`src/verilog/rpf_regs.svh`:
```
/*
  Constants of the reset pad and pad function select block.
  Assumes inclusion by the rpf top module only; the rpf package does not include it.
*/
`ifndef RPF_REGS_SVH
`define RPF_REGS_SVH
`define RPF_RELEASE_CYCLES 16
`define RPF_CNT_W          5
`define RPF_SEL_PRIMARY    1'h0
`define RPF_SEL_PORT       1'h1
`define RPF_NUM_PADS       8
`endif

```
`src/verilog/rpf_pkg.sv`:
```
/*
  Types of the reset pad and pad function select block.
  Assumes the constants header is compiled alongside.
*/
package rpf_pkg;
  typedef enum logic [1:0] {
    RPF_HOLD    = 2'h0,
    RPF_COUNT   = 2'h1,
    RPF_RUN     = 2'h2
  } rpf_state_t;
endpackage

```
`src/verilog/rpf_reset_pad.sv`:
```
/*
  Reset pad logic with function select and reset release sequencer.
  The pad is either the hardware reset input or a port pin that reads the
  pad level and can only pull it low; the sequencer turns the merged reset
  sources into one internal reset, asserted at once and released in step with the clock, for the rest of the chip.
  Assumes pad inputs are synchronous-sampled, and that power-on, watchdog
  and software resets arrive as active-low levels. Assumes a pull-up on
  the pad, since nothing inside ever drives it high.
*/
`include "rpf_regs.svh"
module rpf_reset_pad
  import rpf_pkg::*;
#(
  parameter int NUM_PADS = `RPF_NUM_PADS,
  parameter int REL_CYC  = `RPF_RELEASE_CYCLES
) (
  input  wire logic                CLK_SYS,        // System clock.
  input  wire logic                RESET_N,        // Power-on reset, low.
  input  wire logic                WDOG_RST_N,     // Watchdog reset, low.
  input  wire logic                SW_RST_N,       // Software reset, low.
  input  wire logic                PAD_IN,         // Reset pad level.
  output logic                     PAD_OUT,        // Pad output value.
  output logic                     PAD_OE,         // Pad output enable.
  input  wire logic                CFG_WR,         // Config write strobe.
  input  wire logic [NUM_PADS-1:0] CFG_ALT,        // Alternate selects.
  input  wire logic                CFG_PORT_MODE,  // Reset pad as port.
  input  wire logic                PORT_DRIVE_LOW, // Port output pull low.
  output logic [NUM_PADS-1:0]      PAD_ALT_SEL,    // Active alternate set.
  output logic                     PAD_PORT_SEL,   // Pad is port_a_bit7_io.
  output logic                     PORT_A_BIT7_IO, // Port input value.
  output logic                     CHIP_RST_N      // Internal reset, low.
);
  logic                 sync1_ff;
  logic                 sync2_ff;
  logic                 port_sel_ff;
  logic [NUM_PADS-1:0]  alt_ff;
  logic                 oe_ff;
  logic                 in_ff;
  logic                 rst_out_ff;
  logic [`RPF_CNT_W-1:0] cnt_ff;
  rpf_state_t           state_ff;
  rpf_state_t           nxt_state;
  logic [`RPF_CNT_W-1:0] nxt_cnt;
  wire                  watchdog_reset_source;
  wire                  src_rst_n;
  wire                  pad_rst_n;
  wire                  cnt_done;
  wire                  seq_rst_n;
  localparam int        HI_W = `RPF_CNT_W + 1;
  logic [HI_W-1:0]      hi_run_ff;

  assign watchdog_reset_source = ~WDOG_RST_N;
  // The pad joins the reset tree only in reset mode; the mode flop resets
  // from sources other than the pad so port mode cannot reset itself.
  assign pad_rst_n = PAD_IN | port_sel_ff;
  assign src_rst_n = RESET_N & ~watchdog_reset_source & SW_RST_N;

  // A pad low in reset mode must clear the sequencer at once, so the
  // pad path joins the async clear of the sequencer too.
  assign seq_rst_n = src_rst_n & pad_rst_n;

  // Assertion is immediate through the async clear; release is aligned.
  // The synchroniser clears on the pad as well, otherwise a stale high
  // left in its second stage would let the sequencer start counting one
  // edge after a short pad pulse and then fall back to hold.
  always_ff @(posedge CLK_SYS or negedge seq_rst_n) begin
    if (!seq_rst_n) begin
      sync1_ff <= 1'h0;
      sync2_ff <= 1'h0;
    end else begin
      sync1_ff <= pad_rst_n;
      sync2_ff <= sync1_ff;
    end
  end

  assign cnt_done = (cnt_ff == `RPF_CNT_W'(REL_CYC - 1));

  always_comb begin
    nxt_state = state_ff;
    nxt_cnt   = cnt_ff;
    case (state_ff)
      RPF_HOLD: begin
        nxt_cnt = '0;
        if (sync2_ff) nxt_state = RPF_COUNT;
      end
      RPF_COUNT: begin
        nxt_cnt = cnt_ff + `RPF_CNT_W'(1);
        if (!sync2_ff) nxt_state = RPF_HOLD;
        else if (cnt_done) nxt_state = RPF_RUN;
      end
      RPF_RUN: begin
        if (!sync2_ff) nxt_state = RPF_HOLD;
      end
      default: nxt_state = RPF_HOLD;
    endcase
  end

  // The release flop is a plain register of the next state, so the
  // internal reset output never glitches while the count runs.
  always_ff @(posedge CLK_SYS or negedge seq_rst_n) begin
    if (!seq_rst_n) begin
      state_ff   <= RPF_HOLD;
      cnt_ff     <= '0;
      rst_out_ff <= 1'h0;
    end else begin
      state_ff   <= nxt_state;
      cnt_ff     <= nxt_cnt;
      rst_out_ff <= (nxt_state == RPF_RUN);
    end
  end

  // Configuration is only cleared asynchronously by sources other than the pad itself.
  // While the chip is held in reset through the pad in reset mode, the
  // selects are forced back to the primary functions every cycle and any
  // write is ignored; in port mode the pad cannot hold the chip, so
  // writes are taken as soon as they come.
  always_ff @(posedge CLK_SYS or negedge src_rst_n) begin
    if (!src_rst_n) begin
      port_sel_ff <= `RPF_SEL_PRIMARY;
      alt_ff      <= '0;
    end else if (!rst_out_ff && !port_sel_ff) begin
      port_sel_ff <= `RPF_SEL_PRIMARY;
      alt_ff      <= '0;
    end else if (CFG_WR) begin
      port_sel_ff <= CFG_PORT_MODE;
      alt_ff      <= CFG_ALT;
    end
  end

  // The pull-low enable and the port input are registered so that every
  // output but the constant PAD_OUT leaves from a flop; the enable lags the mode by one cycle.
  always_ff @(posedge CLK_SYS or negedge src_rst_n) begin
    if (!src_rst_n) begin
      oe_ff <= 1'h0;
      in_ff <= 1'h1;
    end else begin
      oe_ff <= port_sel_ff & PORT_DRIVE_LOW;
      in_ff <= PAD_IN;
    end
  end

  assign PAD_OUT        = 1'h0;
  assign PAD_OE         = oe_ff;
  assign PAD_ALT_SEL    = alt_ff;
  assign PAD_PORT_SEL   = port_sel_ff;
  assign PORT_A_BIT7_IO = in_ff;
  assign CHIP_RST_N     = rst_out_ff;

  // Cycles with the synchronised pad level high, counted apart from the
  // sequencer so that the release check does not lean on cnt_ff itself.
  // It saturates, so a long stay in RPF_RUN cannot wrap it back to a
  // value that would look like a fresh release.
  always_ff @(posedge CLK_SYS or negedge seq_rst_n) begin
    if (!seq_rst_n) begin
      hi_run_ff <= '0;
    end else if (!sync2_ff) begin
      hi_run_ff <= '0;
    end else if (hi_run_ff != '1) begin
      hi_run_ff <= hi_run_ff + HI_W'(1);
    end
  end

  // Release comes REL_CYC + 1 edges after the synchronised level first
  // reads high: one edge to leave RPF_HOLD, then REL_CYC counting edges.
  chk_release_exact: assert property (
    @(posedge CLK_SYS) disable iff (!seq_rst_n)
    $rose(CHIP_RST_N) |-> hi_run_ff == HI_W'(REL_CYC + 1))
    else $error("Reset released after the wrong count.");
  chk_run_drives_out: assert property (
    @(posedge CLK_SYS) disable iff (!seq_rst_n)
    (state_ff == RPF_RUN) == CHIP_RST_N)
    else $error("Release output out of step with sequencer.");
  chk_count_range: assert property (
    @(posedge CLK_SYS) disable iff (!seq_rst_n)
    state_ff == RPF_COUNT |-> cnt_ff < `RPF_CNT_W'(REL_CYC))
    else $error("Release counter overran.");
  chk_pad_resets: assert property (
    @(posedge CLK_SYS) disable iff (!src_rst_n)
    !PAD_PORT_SEL && !PAD_IN |-> !CHIP_RST_N)
    else $error("Low pad in reset mode did not reset.");
  chk_mode_no_oe: assert property (
    @(posedge CLK_SYS) disable iff (!src_rst_n)
    !CHIP_RST_N && !PAD_PORT_SEL |=> !PAD_OE)
    else $error("Pad pulled low while in reset mode.");
  chk_write_lands: assert property (
    @(posedge CLK_SYS) disable iff (!src_rst_n)
    CFG_WR && (CHIP_RST_N || PAD_PORT_SEL) |=>
      PAD_ALT_SEL == $past(CFG_ALT) &&
      PAD_PORT_SEL == $past(CFG_PORT_MODE))
    else $error("Configuration write not taken.");
  chk_alt_cleared: assert property (
    @(posedge CLK_SYS) disable iff (!src_rst_n)
    !CHIP_RST_N && !PAD_PORT_SEL |=> PAD_ALT_SEL == '0)
    else $error("Secondary function kept during reset.");
  chk_port_input: assert property (
    @(posedge CLK_SYS) disable iff (!src_rst_n)
    PAD_PORT_SEL |=> PORT_A_BIT7_IO == $past(PAD_IN))
    else $error("Port input does not follow the pad.");
  chk_port_no_high: assert property (
    @(posedge CLK_SYS) disable iff (!src_rst_n)
    PAD_OE |-> PAD_OUT == 1'h0) else $error("Pad driven high.");
  chk_oe_only_port: assert property (
    @(posedge CLK_SYS) disable iff (!src_rst_n)
    PAD_OE |-> $past(port_sel_ff)) else $error("Pad driven in reset mode.");
  chk_cfg_needs_write: assert property (
    @(posedge CLK_SYS) disable iff (!src_rst_n)
    $changed(PAD_ALT_SEL) && CHIP_RST_N |-> $past(CFG_WR))
    else $error("Alternate changed without write.");
  chk_port_no_reset: assert property (
    @(posedge CLK_SYS) disable iff (!src_rst_n)
    PAD_PORT_SEL && CHIP_RST_N |=> CHIP_RST_N)
    else $error("Port mode pad reset the chip.");
  chk_hold_in_reset: assert property (
    @(posedge CLK_SYS) disable iff (!src_rst_n)
    !sync2_ff |=> !CHIP_RST_N) else $error("Reset not held.");
  chk_primary_after: assert property (
    @(posedge CLK_SYS) disable iff (!src_rst_n)
    $rose(CHIP_RST_N) && !$past(PAD_PORT_SEL) |-> PAD_ALT_SEL == '0)
    else $error("Secondary function active at release.");
  chk_sync_two_stage: assert property (
    @(posedge CLK_SYS) disable iff (!seq_rst_n)
    $rose(sync1_ff) |=> sync2_ff) else $error("Synchroniser depth wrong.");
endmodule

```
`config.mk`:
```
export PLATFORM = sky130hd
export DESIGN_NAME = rpf_reset_pad
export DESIGN_NICKNAME = d
export VERILOG_FILES = /design/src/verilog/rpf_pkg.sv /design/src/verilog/rpf_reset_pad.sv
export VERILOG_INCLUDE_DIRS = /design/src /design/src/verilog
export SDC_FILE = /design/constraint.sdc
export NUM_CORES = 1
export LEC_CHECK = 0
export BUFFER_PORTS_ARGS = -buffer_cell sky130_fd_sc_hd__buf_2
export CORE_UTILIZATION = 30
export CTS_CLUSTER_DIAMETER = 100
export DETAILED_ROUTE_END_ITERATION = 12
export SYNTH_ARGS = -nofsm -noshare
export SYNTH_HDL_FRONTEND = slang
export SYNTH_SLANG_ARGS = --single-unit
```
`constraint.sdc`:
```
create_clock -name CLK_SYS -period 0.8 [get_ports CLK_SYS]
set_input_delay 0.04 -clock CLK_SYS [delete_from_list [all_inputs] [get_ports CLK_SYS]]
set_output_delay 0.04 -clock CLK_SYS [all_outputs]
set_load 0.005 [all_outputs]
```
==> flow_summary.ini <==
[floorplanning]
ios = 29
die_x_um = 55.8
rows = 19
fp.dieH_um = 55.8
core_area_um2 = 2760
start_util = 0.314
fp.dieArea_um2 = 3110

[timing]
slew_viol_final = 0
finalCriticalPeriod_ns = 1.18
setup_ws_ns = -0.382
whs_ns = 0.0282
period_share = 1.48
fin_skew_ns = 0.0103
rsz0062_at_grt = yes
final_hold_viol_count = 0
setup_violations = 29
fin_tns_setup_ns = -3.80
fmax_ghz = 0.846

[placed_design]
port_buffers = 27
post-place-ws_ns = -0.404
post-dp-hpwl_um = 1190
place_inst = 139
gp_congestion = 0.667

[drt]
wl_um = 1790
ant_nets = 0
wl_per_cell_um = 11.3
first_pass_iters = 5
vias = 715
dr.first_iter.drc_count = 16
drc = 0
drt-vias-per-instance = 4.53

[power_and_ir_drop]
p_int_uw = 1430
switchingPower_uw = 409
pwr_density_cell_nw_per_um2 = 1360
seqPwrFrac = 0.602
ir_drop_mv = 1.13
pwr-share-clk = 0.272
power_uw = 1840
power.share.switching = 0.223
power_frac_comb = 0.126
leakagePower_uw = 0.000692

[critical_path]
cpPeakStageDelay_ns = 0.42
cp_max_fo = 2
crit_start = cnt_ff[0]
critical_path_arrival_ns = 1.40
critPathLaunchType = flip-flop
critPathMostFrequentCell = ha_4
worstReg2RegStart = cnt_ff[0]
path_cells = ha_4 > and3_4 > ha_4 > a211oi_1
crit_required_ns = 1.02
end_kind = flip-flop
critPathKind = reg2reg
critPathSlowestCell = dfrtp_1

[synth]
synth_common_cells = dfrtp_1, nor2_1, mux2i_1, a21oi_1, inv_1
syn_area_um2 = 867
ys_ff_latch = 21
synth.area.top_cells = dfrtp_1, mux2i_1, nor2_1
synth_top_cell_by_area = dfrtp_1
synth_edf_count = 0
async_flop_share = 1.00
avgSynthCellArea_um2 = 11.6
post-synth-top-count-cell = dfrtp_1
syn-num-nets = 93
synth_flop_cell = dfrtp_1
yosysTopAreaCellShare = 0.577
ys_seq_area_frac = 0.608
syn_inst = 75
yosys_warnings = 0
ys_types = 24

[clock_network]
path_clk_slew_ns = 0.11
h-tree-depth = 1
clk-insertion-delay-late_ns = 0.30
clock_sinks = 21
cts_buffer_depth = 2
cts_buffers = 3
cts_tree = yes
root_buffer = clkbuf_4

[global_route]
grt_pass1_vias = 704
grt_max_degree = 12
grt_use_total = 0.125
busiest_layer = met2
antenna_found_initial = 0
met2_usage = 0.217
grt.met1_usage = 0.147
grt_pass1_wl_um = 3000
grt.overflow.total = 0
use_met3 = 0.0279

[worst_hold_path]
hold_class = in2reg
hold_start = CFG_ALT[3]

[layout]
stdcell_count = 158
fillers = 253
drive_gt1_frac = 0.441
area_delta_synth_final_pct = 55.7
num_antenna_cells = 0
nNetsFinal = 146

[status]
violations = negative setup slack
status = complete, but fails checks

[run]
maxCapViolCount = 0
path summary, 6_finish.rpt:
| kind | end | slack [ns] | depth (start not counted) |
|---|---|---|---|
| worst max-delay path | state_ff[0] | -0.38 | 4 |
| worst min-delay path | PAD_ALT_SEL[3] | 0.03 | 3 |
| worst max register to register | state_ff[0] | -0.38 | 4 |
| worst min register to register | sync2_ff | 0.36 | 0 |
| max in group asynchronous | cnt_ff[1] | 0.08 | 3 |
| min in group asynchronous | PAD_ALT_SEL[7] | 0.35 | 4 |
repair_timing:
item                       in CTS  in global routing
hold endpoints to repair       32                  0
pin swaps                       6                  3
hold buffers                   13                  0
gates resized for setup         6                  7
buffers inserted                1                  4
setup endpoints to repair      29                 30
logic make-up after synthesis:
logic type	synth area share
fa+ha+maj	0.0289
simple gates	0.147
mux	0.0924
compound gates	0.0750
flops	0.608
buf+inv	0.0447
other cells	0.00432
flip-flops by register name, indices dropped and copies added (netlist names):
name / count
PAD_OE: 1
PAD_PORT_SEL: 1
PAD_ALT_SEL: 8
CHIP_RST_N: 1
sync2_ff: 1
sync1_ff: 1
PORT_A_BIT7_IO: 1
state_ff: 2
cnt_ff: 5
per-layer routing:
metal	vias up	routed length, um
li1	350	-
met1	345	820
met2	18	900
met3	2	47
met4	0	20
met5	-	0
power groups by stage:
| stage | clock, uW | sequential [uW] | combinational, uW |
|---|---|---|---|
| finish | 499 | 1110 | 231 |
| global route | 580 | 1110 | 251 |
| CTS | 532 | 1100 | 224 |
| detailed placement | 0 | 1120 | 163 |
| global placement | 0 | 1120 | 158 |
| floorplan | 0 | 1120 | 81.5 |
layout by cell type (no fill, tap or decap), types with 2 or more instances in the layout:
cell type / instances
a21oi_1: 3
and2_1: 2
buf_2: 27
buf_4: 7
buf_6: 3
clkbuf_4: 3
dfrtp_1: 19
dlygate4sd3_1: 13
ha_4: 2
inv_1: 4
mux2i_1: 8
nand2_1: 3
nor2_1: 10
nor2b_1: 2
o21ai_1: 2
o21ai_2: 3
through the flow:
| step | instance area [um^2] | utilization |
|---|---|---|
| finish | 1350 | 0.490 |
| global route | 1350 | 0.490 |
| CTS | 1320 | 0.478 |
| detailed placement | 1130 | 0.411 |
| global placement | 1130 | 0.411 |
| floorplan | 903 | - |
worst max-delay path: cells and delay by family (launching register included):
kind                     cells  cell delay, ns
AO/OA/AOI/OAI                1            0.19
AND/OR/NAND/NOR              1            0.17
adder cells (fa/ha/maj)      2            0.32
flip-flops                   1            0.42
area by class of cell:
class	instances	area (um^2)	share of cell area
timing repair buffer	51	372	0.275
sequential	21	528	0.391
multi-input combinational	47	370	0.274
clock buffer	4	26.3	0.0195
inverter	4	15.0	0.0111
tap	31	38.8	0.0287
(Power assumes the default switching activity.)
